==> src/pkg/bec_params.svh <==
// Register offsets, field positions and reset values of the bus event comparator
`ifndef BEC_PARAMS_SVH
`define BEC_PARAMS_SVH

// Register byte offsets (low eight address bits)
`define BEC_OFF_CTRL     8'h00
`define BEC_OFF_ADDR_LO  8'h04
`define BEC_OFF_ADDR_HI  8'h08
`define BEC_OFF_DVAL     8'h0C
`define BEC_OFF_DMASK    8'h10
`define BEC_OFF_SSEL     8'h14
`define BEC_OFF_ASEL     8'h18
`define BEC_OFF_ISTS     8'h1C
`define BEC_OFF_IMSK     8'h20
`define BEC_OFF_HCNT     8'h24
`define BEC_OFF_HADDR    8'h28

// Control register fields
`define BEC_CTRL_W       12
`define BEC_CTRL_EN      0
`define BEC_CTRL_SWB     1
`define BEC_CTRL_AM_LO   2
`define BEC_CTRL_AM_HI   3
`define BEC_CTRL_NEG     4
`define BEC_CTRL_DEN     5
`define BEC_CTRL_MEN     6
`define BEC_CTRL_WORD    7
`define BEC_CTRL_DIR_LO  8
`define BEC_CTRL_DIR_HI  9
`define BEC_CTRL_SIGN    10
`define BEC_CTRL_AIGN    11

// Interrupt status bit
`define BEC_IRQ_HIT      0

// Reset values
`define BEC_CTRL_RST     12'h0E00
`define BEC_SEL_RST      8'hFF
`define BEC_WORD_RST     32'h0000_0000

`endif

==> src/pkg/bec_pkg.sv <==
// Types shared by the bus event comparator modules
package bec_pkg;

    // Address condition kinds
    typedef enum logic [1:0] {
        BEC_AM_IGNORE,
        BEC_AM_SINGLE,
        BEC_AM_RANGE
    } bec_addr_mode_t;

    // Direction condition kinds
    typedef enum logic [1:0] {
        BEC_DIR_READ,
        BEC_DIR_WRITE,
        BEC_DIR_EITHER
    } bec_dir_t;

endpackage : bec_pkg

==> src/pkg/bec_cfg_if.sv <==
// Configuration and hit carrier between register file and comparator
`timescale 1ns/1ns
interface bec_cfg_if
    import bec_pkg::*;
#(
    parameter int AW = 24,
    parameter int DW = 16,
    parameter int SW = 3,
    parameter int RW = 3
);
    logic              sw_break;
    bec_addr_mode_t    addr_mode;
    logic              negate;
    logic              data_en;
    logic              mask_en;
    logic              word_sel;
    bec_dir_t          dir;
    logic              state_ign;
    logic              area_ign;
    logic [AW-1:0]     addr_lo;
    logic [AW-1:0]     addr_hi;
    logic [DW-1:0]     data_val;
    logic [DW-1:0]     data_mask;
    logic [2**SW-1:0]  state_sel;
    logic [2**RW-1:0]  area_sel;
    logic              hit;

    // Register side drives the settings
    modport ctl (
        output sw_break, addr_mode, negate, data_en, mask_en, word_sel, dir,
        output state_ign, area_ign, addr_lo, addr_hi, data_val, data_mask,
        output state_sel, area_sel,
        input  hit
    );

    // Comparator side reads them
    modport mt (
        input  sw_break, addr_mode, negate, data_en, mask_en, word_sel, dir,
        input  state_ign, area_ign, addr_lo, addr_hi, data_val, data_mask,
        input  state_sel, area_sel,
        output hit
    );
endinterface : bec_cfg_if

==> src/core/bec_match.sv <==
// Combinational condition comparator for one monitored bus cycle
`timescale 1ns/1ns
module bec_match
    import bec_pkg::*;
#(
    parameter int AW = 24,
    parameter int DW = 16,
    parameter int SW = 3,
    parameter int RW = 3
)
(
    // Clock and reset, used by the checks only
    input  wire logic          clock,
    input  wire logic          reset,
    // Settings and hit
    bec_cfg_if.mt              cfg,
    // Monitored bus cycle
    input  wire logic          mon_valid,
    input  wire logic [AW-1:0] mon_addr,
    input  wire logic [DW-1:0] mon_data,
    input  wire logic          mon_word,
    input  wire logic          mon_write,
    input  wire logic          mon_fetch,
    input  wire logic [SW-1:0] mon_state,
    input  wire logic [RW-1:0] mon_area
);
    logic          addr_eq;
    logic          addr_in;
    logic          addr_raw;
    logic          addr_ok;
    logic [DW-1:0] dmask;
    logic          dval_ok;
    logic          dsz_ok;
    logic          data_ok;
    logic          dir_ok;
    logic          state_ok;
    logic          area_ok;

    // Address window; range bounds are inclusive
    always_comb
    begin
        addr_eq = (mon_addr == cfg.addr_lo);
        addr_in = (mon_addr >= cfg.addr_lo) && (mon_addr <= cfg.addr_hi);
        case (cfg.addr_mode)
            BEC_AM_IGNORE: addr_raw = 1'b1;
            BEC_AM_SINGLE: addr_raw = addr_eq;
            BEC_AM_RANGE:  addr_raw = addr_in;
            default:       addr_raw = 1'b0;
        endcase
        if (cfg.addr_mode == BEC_AM_IGNORE)
            addr_ok = 1'b1;
        else
            addr_ok = addr_raw ^ cfg.negate;
    end

    // Data condition; a byte access compares the low lane only
    always_comb
    begin
        dmask = cfg.mask_en ? cfg.data_mask : {DW{1'b1}};
        if (!cfg.word_sel)
            dmask = dmask & {{(DW-8){1'b0}}, 8'hFF};
        dval_ok = ((mon_data & dmask) == (cfg.data_val & dmask));
        dsz_ok  = (mon_word == cfg.word_sel);
        data_ok = !cfg.data_en || (dval_ok && dsz_ok);
    end

    // Direction, bus state and area
    always_comb
    begin
        case (cfg.dir)
            BEC_DIR_READ:   dir_ok = !mon_write;
            BEC_DIR_WRITE:  dir_ok = mon_write;
            BEC_DIR_EITHER: dir_ok = 1'b1;
            default:        dir_ok = 1'b0;
        endcase
        state_ok = cfg.state_ign || cfg.state_sel[mon_state];
        area_ok  = cfg.area_ign || cfg.area_sel[mon_area];
    end

    // Software break overrides every other setting
    assign cfg.hit = mon_valid && (cfg.sw_break ? (mon_fetch && addr_eq)
                   : (addr_ok && data_ok && dir_ok && state_ok && area_ok));
endmodule : bec_match

==> src/core/bec_top.sv <==
// Bus event comparator with Wishbone register file and hit interrupt
//
// How it works
// - Software break matches only a fetch at exactly the low address, ignoring all else.
// - An ignored address condition is met by every bus cycle.
// - Single-address mode matches only when the bus address equals the low address.
// - Range mode matches an address from the low address up to the high address.
// - Negation with single or range mode inverts the address match.
// - Data takes part only when data compare is on; otherwise it is always met.
// - With masking, bus data and compare value are both ANDed with the mask, then compared.
// - With data compare on, the cycle's access size must equal the chosen byte or word.
// - Direction accepts reads only, writes only, or either, as selected.
// - Events are also qualified by the cycle's bus state and memory area.
// - An ignored bus state or area condition accepts any state or area.
//
// Implementation choices: the register offsets and the Wishbone register port.
`timescale 1ns/1ns
`include "bec_params.svh"
module bec_top
    import bec_pkg::*;
#(
    parameter int AW = 24,
    parameter int DW = 16,
    parameter int SW = 3,
    parameter int RW = 3
)
(
    // Clock and reset
    input  wire logic          clock,
    input  wire logic          reset,
    // Wishbone classic slave
    input  wire logic          wb_cyc_i,
    input  wire logic          wb_stb_i,
    input  wire logic          wb_we_i,
    input  wire logic [7:0]    wb_adr_i,
    input  wire logic [3:0]    wb_sel_i,
    input  wire logic [31:0]   wb_dat_i,
    output logic      [31:0]   wb_dat_o,
    output logic               wb_ack_o,
    // Monitored target bus cycle
    input  wire logic          mon_valid,
    input  wire logic [AW-1:0] mon_addr,
    input  wire logic [DW-1:0] mon_data,
    input  wire logic          mon_word,
    input  wire logic          mon_write,
    input  wire logic          mon_fetch,
    input  wire logic [SW-1:0] mon_state,
    input  wire logic [RW-1:0] mon_area,
    // Event outputs
    output logic               event_hit,
    output logic               irq
);
    localparam int SN = 2**SW;
    localparam int RN = 2**RW;

    logic [`BEC_CTRL_W-1:0] ctrl_q, ctrl_d;
    logic [AW-1:0]          lo_q, lo_d;
    logic [AW-1:0]          hi_q, hi_d;
    logic [DW-1:0]          val_q, val_d;
    logic [DW-1:0]          msk_q, msk_d;
    logic [SN-1:0]          ssel_q, ssel_d;
    logic [RN-1:0]          asel_q, asel_d;
    logic                   ists_q, ists_d;
    logic                   imsk_q, imsk_d;
    logic [31:0]            cnt_q, cnt_d;
    logic [AW-1:0]          last_q, last_d;
    logic                   ack_q, ack_d;
    logic [31:0]            dat_q, dat_d;
    logic                   hit_q, hit_d;
    logic                   irq_q, irq_d;
    logic                   access;
    logic                   wr;
    logic                   hit_now;
    logic [31:0]            be;
    logic [31:0]            rd_val;
    logic [31:0]            merged;

    bec_cfg_if #(.AW(AW), .DW(DW), .SW(SW), .RW(RW)) cfg ();

    // Settings fan out from the control word and the other setting registers
    assign cfg.sw_break  = ctrl_q[`BEC_CTRL_SWB];
    assign cfg.addr_mode = bec_addr_mode_t'(ctrl_q[`BEC_CTRL_AM_HI:`BEC_CTRL_AM_LO]);
    assign cfg.negate    = ctrl_q[`BEC_CTRL_NEG];
    assign cfg.data_en   = ctrl_q[`BEC_CTRL_DEN];
    assign cfg.mask_en   = ctrl_q[`BEC_CTRL_MEN];
    assign cfg.word_sel  = ctrl_q[`BEC_CTRL_WORD];
    assign cfg.dir       = bec_dir_t'(ctrl_q[`BEC_CTRL_DIR_HI:`BEC_CTRL_DIR_LO]);
    assign cfg.state_ign = ctrl_q[`BEC_CTRL_SIGN];
    assign cfg.area_ign  = ctrl_q[`BEC_CTRL_AIGN];
    assign cfg.addr_lo   = lo_q;
    assign cfg.addr_hi   = hi_q;
    assign cfg.data_val  = val_q;
    assign cfg.data_mask = msk_q;
    assign cfg.state_sel = ssel_q;
    assign cfg.area_sel  = asel_q;

    // Condition comparator
    bec_match #(.AW(AW), .DW(DW), .SW(SW), .RW(RW)) u_match (
        .clock     (clock),
        .reset     (reset),
        .cfg       (cfg),
        .mon_valid (mon_valid),
        .mon_addr  (mon_addr),
        .mon_data  (mon_data),
        .mon_word  (mon_word),
        .mon_write (mon_write),
        .mon_fetch (mon_fetch),
        .mon_state (mon_state),
        .mon_area  (mon_area)
    );

    // One access per request; ack_q blocks a second take in the ack cycle
    assign access  = wb_cyc_i && wb_stb_i && !ack_q;
    assign wr      = access && wb_we_i;
    assign hit_now = cfg.hit && ctrl_q[`BEC_CTRL_EN];

    // Byte lanes from the select lines
    always_comb
    begin
        be = {{8{wb_sel_i[3]}}, {8{wb_sel_i[2]}}, {8{wb_sel_i[1]}}, {8{wb_sel_i[0]}}};
    end

    // Read mux; unmapped offsets read as zero
    always_comb
    begin
        case (wb_adr_i)
            `BEC_OFF_CTRL:    rd_val = 32'(ctrl_q);
            `BEC_OFF_ADDR_LO: rd_val = 32'(lo_q);
            `BEC_OFF_ADDR_HI: rd_val = 32'(hi_q);
            `BEC_OFF_DVAL:    rd_val = 32'(val_q);
            `BEC_OFF_DMASK:   rd_val = 32'(msk_q);
            `BEC_OFF_SSEL:    rd_val = 32'(ssel_q);
            `BEC_OFF_ASEL:    rd_val = 32'(asel_q);
            `BEC_OFF_ISTS:    rd_val = 32'(ists_q);
            `BEC_OFF_IMSK:    rd_val = 32'(imsk_q);
            `BEC_OFF_HCNT:    rd_val = cnt_q;
            `BEC_OFF_HADDR:   rd_val = 32'(last_q);
            default:          rd_val = `BEC_WORD_RST;
        endcase
        merged = (rd_val & ~be) | (wb_dat_i & be);
    end

    // Next state of registers, bus answer and event outputs
    always_comb
    begin
        ctrl_d = ctrl_q;
        lo_d   = lo_q;
        hi_d   = hi_q;
        val_d  = val_q;
        msk_d  = msk_q;
        ssel_d = ssel_q;
        asel_d = asel_q;
        imsk_d = imsk_q;
        cnt_d  = cnt_q;
        last_d = last_q;
        ack_d  = access;
        dat_d  = access ? rd_val : dat_q;
        if (wr)
        begin
            case (wb_adr_i)
                `BEC_OFF_CTRL:    ctrl_d = merged[`BEC_CTRL_W-1:0];
                `BEC_OFF_ADDR_LO: lo_d   = merged[AW-1:0];
                `BEC_OFF_ADDR_HI: hi_d   = merged[AW-1:0];
                `BEC_OFF_DVAL:    val_d  = merged[DW-1:0];
                `BEC_OFF_DMASK:   msk_d  = merged[DW-1:0];
                `BEC_OFF_SSEL:    ssel_d = merged[SN-1:0];
                `BEC_OFF_ASEL:    asel_d = merged[RN-1:0];
                `BEC_OFF_IMSK:    imsk_d = merged[`BEC_IRQ_HIT];
                default:          ctrl_d = ctrl_q;
            endcase
        end
        // Count wraps; software reads the difference between two samples
        if (hit_now)
        begin
            cnt_d  = cnt_q + 32'h0000_0001;
            last_d = mon_addr;
        end
        // New hit wins over a write-one clear in the same cycle
        ists_d = (ists_q && !(wr && wb_adr_i == `BEC_OFF_ISTS && merged[`BEC_IRQ_HIT]))
                 || hit_now;
        hit_d  = hit_now;
        irq_d  = ists_d && imsk_d;
    end

    // Register stage
    always_ff @(posedge clock or posedge reset)
    begin
        if (reset)
        begin
            ctrl_q <= `BEC_CTRL_RST;
            lo_q   <= '0;
            hi_q   <= '0;
            val_q  <= '0;
            msk_q  <= '0;
            ssel_q <= {SN{1'b1}};
            asel_q <= {RN{1'b1}};
            ists_q <= 1'b0;
            imsk_q <= 1'b0;
            cnt_q  <= `BEC_WORD_RST;
            last_q <= '0;
            ack_q  <= 1'b0;
            dat_q  <= `BEC_WORD_RST;
            hit_q  <= 1'b0;
            irq_q  <= 1'b0;
        end
        else
        begin
            ctrl_q <= ctrl_d;
            lo_q   <= lo_d;
            hi_q   <= hi_d;
            val_q  <= val_d;
            msk_q  <= msk_d;
            ssel_q <= ssel_d;
            asel_q <= asel_d;
            ists_q <= ists_d;
            imsk_q <= imsk_d;
            cnt_q  <= cnt_d;
            last_q <= last_d;
            ack_q  <= ack_d;
            dat_q  <= dat_d;
            hit_q  <= hit_d;
            irq_q  <= irq_d;
        end
    end

    // Outputs straight from flops
    assign wb_ack_o  = ack_q;
    assign wb_dat_o  = dat_q;
    assign event_hit = hit_q;
    assign irq       = irq_q;
endmodule : bec_top

==> config.mk <==
export PLATFORM = sky130hd
export DESIGN_NAME = bec_top
export DESIGN_NICKNAME = d
export VERILOG_FILES = /design/src/pkg/bec_pkg.sv /design/src/pkg/bec_cfg_if.sv /design/src/core/bec_match.sv /design/src/core/bec_top.sv
export VERILOG_INCLUDE_DIRS = /design/src /design/src/pkg
export SDC_FILE = /design/constraint.sdc
export NUM_CORES = 1
export LEC_CHECK = 0
export CAP_MARGIN = 10
export CORE_UTILIZATION = 64
export CTS_CLUSTER_SIZE = 12
export DETAILED_ROUTE_END_ITERATION = 6
export DONT_BUFFER_PORTS = 1
export PLACE_DENSITY = 0.84
export SYNTH_ARGS = -nofsm -noshare
export SYNTH_HDL_FRONTEND = slang
export SYNTH_SLANG_ARGS = --single-unit
==> constraint.sdc <==
create_clock -name clock -period 9.55 [get_ports clock]
set_input_delay 1.91 -clock clock [delete_from_list [all_inputs] [get_ports clock]]
set_output_delay 1.91 -clock clock [all_outputs]
set_load 0.01 [all_outputs]
==> flow_metrics.env <==
export IMPL_status="complete, no violations"
export IMPL_cts_sinks=201
export IMPL_reg2reg_slack_ps=5580
export IMPL_syn2layout_area_growth_pct=7.74
export IMPL_dp_cells=1258
export IMPL_ioPinCount=134
export IMPL_power_frac_comb_pct=5.0
export IMPL_grt_pass1_wl_um=44600
export IMPL_period_needed_ps=4940
export IMPL_postCtsSetupRepairBufs=0
export IMPL_async_flop_share_pct=100
export IMPL_clk_latency_ps=510
export IMPL_synth_edf_count=0
export IMPL_hpwl_um=20100
export IMPL_yosysSeqAreaShare_pct=48.2
export IMPL_vias=8444
export IMPL_final_seq_area_um2=5050
export IMPL_post_route_period_util_pct=51.8
export IMPL_rows=46
export IMPL_r2r_end="last_q[10]"
export IMPL_arrival_ps=5330
export IMPL_grt_pass1_vias=8398
export IMPL_wl_per_cell_um=21.8
export IMPL_fillers=1196
export IMPL_antenna_found_initial=2
export IMPL_root_buffer="clkbuf_16"
export IMPL_htree_levels=1
export IMPL_fp_dieH_um=130
export IMPL_avgViaCountPerCell=6.50
export IMPL_finClkSkew_ps=8.76
export IMPL_grt_max_degree=128
export IMPL_syn_num_nets=1237
export IMPL_clock_path_buffers=3
export IMPL_ys_flop_type="dfrtp_1"
export IMPL_clock_power_share_pct=45.6
export IMPL_critical_path_class="primary input to register"
export IMPL_dr_pass1_iters=7
export IMPL_fmax_mhz=202
export IMPL_worstReg2RegStart="cfg.addr_hi[19]"
export IMPL_syn_area_per_cell_um2=9.63
export IMPL_cts_buffers=22
export IMPL_drc=0
export IMPL_hp_class="register to register"
export IMPL_p_leak_uw=0.00491
export IMPL_clk_pin_slew_ps=60
export IMPL_internal_power_uw=1370
export IMPL_portBuffers=0
export IMPL_core_um2=15900
export IMPL_wirelength_um=28400
export IMPL_start_util_pct=65.8
export IMPL_switchingPower_uw=411
export IMPL_min_from="cnt_q[31]"
export IMPL_grt_overflow_total=0
export IMPL_p_seq_share_pct=49.4
export IMPL_cp_end_kind="register"
export IMPL_critPathLaunchType="primary input"
export IMPL_tightest_slew_ps=1310
export IMPL_cts_resized=0
export IMPL_crit_end="last_q[10]"
export IMPL_synth_cell_types=56
export IMPL_fin_cells=1300
export IMPL_rsz0062_at_grt="no"
export IMPL_multi_input_area_um2=4980
export IMPL_slew_violations=0
export IMPL_p_per_area_nw_per_um2=158
export IMPL_placed_area_um2=10600
export IMPL_slew_headroom_pct=12.4
export IMPL_synth_cells=1089
export IMPL_dieArea_um2=16900
export IMPL_vdd_drop_max_uv=144
export IMPL_setup_viol=0
export IMPL_synth_area_um2=10500
export IMPL_crit_start="mon_addr[15]"
export IMPL_drv_cap=0
export IMPL_die_w_um=130
export IMPL_setup_tns_ps=0
export IMPL_stdcell_area_um2=11300
export IMPL_hold_viol_final=0
export IMPL_gp_congestion=0.950
export IMPL_sw_frac_of_total_pct=23.1
export IMPL_required_ps=9930
export IMPL_drive_above_1_share_pct=8.87
export IMPL_postRouteAntennaNets=0
export IMPL_ff2ff_path_depth=10
export IMPL_ys_ff_latch=201
export IMPL_postCtsHoldBufs=0
export IMPL_gr_usage_all_layers_pct=34.9
export IMPL_tritoncts="built"
export IMPL_critPathMaxFanout=46
export IMPL_fin_nets=1214
export IMPL_drtIter0Drc=753
export IMPL_ys_warn_count=0
## cells in the mapped netlist, types with 3 or more instances
library cell  instances  share of area [%]
nand4_1              28                1.7
nor3_1                6               0.29
dfrtp_1             182                 43
and2_1               11               0.66
a22o_1                7               0.58
mux2_2               26                2.8
mux4_2                4               0.86
and2_0                3               0.18
and4_1               12                1.0
mux2i_1              17                1.6
nand2_1             189                6.8
a31oi_1               9               0.54
buf_2                10               0.48
nand3_1              33                1.6
xor2_1               18                1.5
nor2b_1               6               0.36
nor4_1                3               0.18
a21oi_1              23                1.1
nor4b_1               4               0.33
buf_1                10               0.36
a22oi_1              61                4.4
o211ai_1              3               0.21
or4_1                 4               0.29
clkbuf_1             34                1.2
ha_1                 49                5.8
a222oi_1              6               0.57
xnor2_1              31                2.6
nor2_1               46                1.6
a221oi_1              4               0.33
o31ai_1               3               0.21
and3_1                8               0.48
dfstp_2              19                4.8
o21ai_0             131                6.3
a21o_1                3               0.21
inv_1                57                2.0
## cells by family after synthesis
kind of cell	Yosys count	share of synthesized area [%]
muxes	47	5.27
DFF	201	48.2
xor gates and xnor gates	49	4.09
buffers and inverters	114	4.38
adders and majority gates	49	5.85
and+or+nand+nor	362	16.2
AOI/OAI and AO/OA	267	16.0
## cell type report
type,instances,area share (%)
inverters,57,1.96
clock buffers,36,5.88
diodes,2,0.0443
clock inverters,4,0.210
well taps,216,2.39
multi-input cells,774,44.1
repair buffers,10,0.665
flip-flops and latches,201,44.7
## flip-flops by register name (all words and copies together), names as in the netlist
register,cells
cnt_q,32
wb_dat_o,32
cfg.addr_hi,24
cfg.addr_lo,24
last_q,24
cfg.data_mask,16
cfg.data_val,16
ctrl_q,12
asel_q,8
cfg.state_sel,8
event_hit,1
imsk_q,1
irq,1
ists_q,1
wb_ack_o,1
## layer usage
layer | share of wire [%] | global-route usage, %
met1 | 38 | 43.8
met2 | 47 | 57.5
met3 | 9.0 | 6.72
met4 | 5.4 | 18.5
met5 | 0 | 0
## metrics by stage
step / hold slack [ps] / worst slack, ps / total power (µW) / utilization, %
2_1_floorplan: 444 / 2190 / 961 / -
3_3_place_gp: 464 / 4270 / 981 / 66.5
3_5_place_dp: 465 / 4160 / 985 / 66.5
4_1_cts: 479 / 4670 / 1790 / 70.8
5_1_grt: 506 / 4420 / 1840 / 70.9
6_report: 482 / 4610 / 1780 / 70.9
## critical path: stages
cell and delay, ps:
ha_1 300, and4_1 270, nand4bb_1 240, o31ai_1 390, a31oi_1 140, a211o_1 340, a221oi_4 720, buf_4 600
mux2_2 400
## how the worst min path moves through the flow
stage / endpoint / cells after the start
6_report: cnt_q[31] / 1
5_1_grt: cnt_q[31] / 1
4_1_cts: cnt_q[31] / 1
3_5_place_dp: cnt_q[31] / 1
3_3_place_gp: cnt_q[31] / 1
2_1_floorplan: cnt_q[31] / 1
## power by group through the flow
stage               clock [µW]  combinational (µW)  sequential, µW
global route               854                 103             883
CTS                        820                89.4             881
global placement             0                85.6             896
detailed placement           0                88.6             896
floorplan                    0                67.8             894
finish                     812                88.8             881
## placed cells by master, fill, tap and decap left out, types with 19 or more instances in the layout
cell type	count
xnor2_1	31
nand4_1	28
nand2_1	189
nand3_1	33
dfstp_2	19
a22oi_1	61
mux2_2	26
dfrtp_1	182
a21oi_1	23
nor2_1	46
ha_1	49
o21ai_0	131
inv_1	56
clkbuf_16	23
No activity file was read; power rests on OpenSTA's default activity.
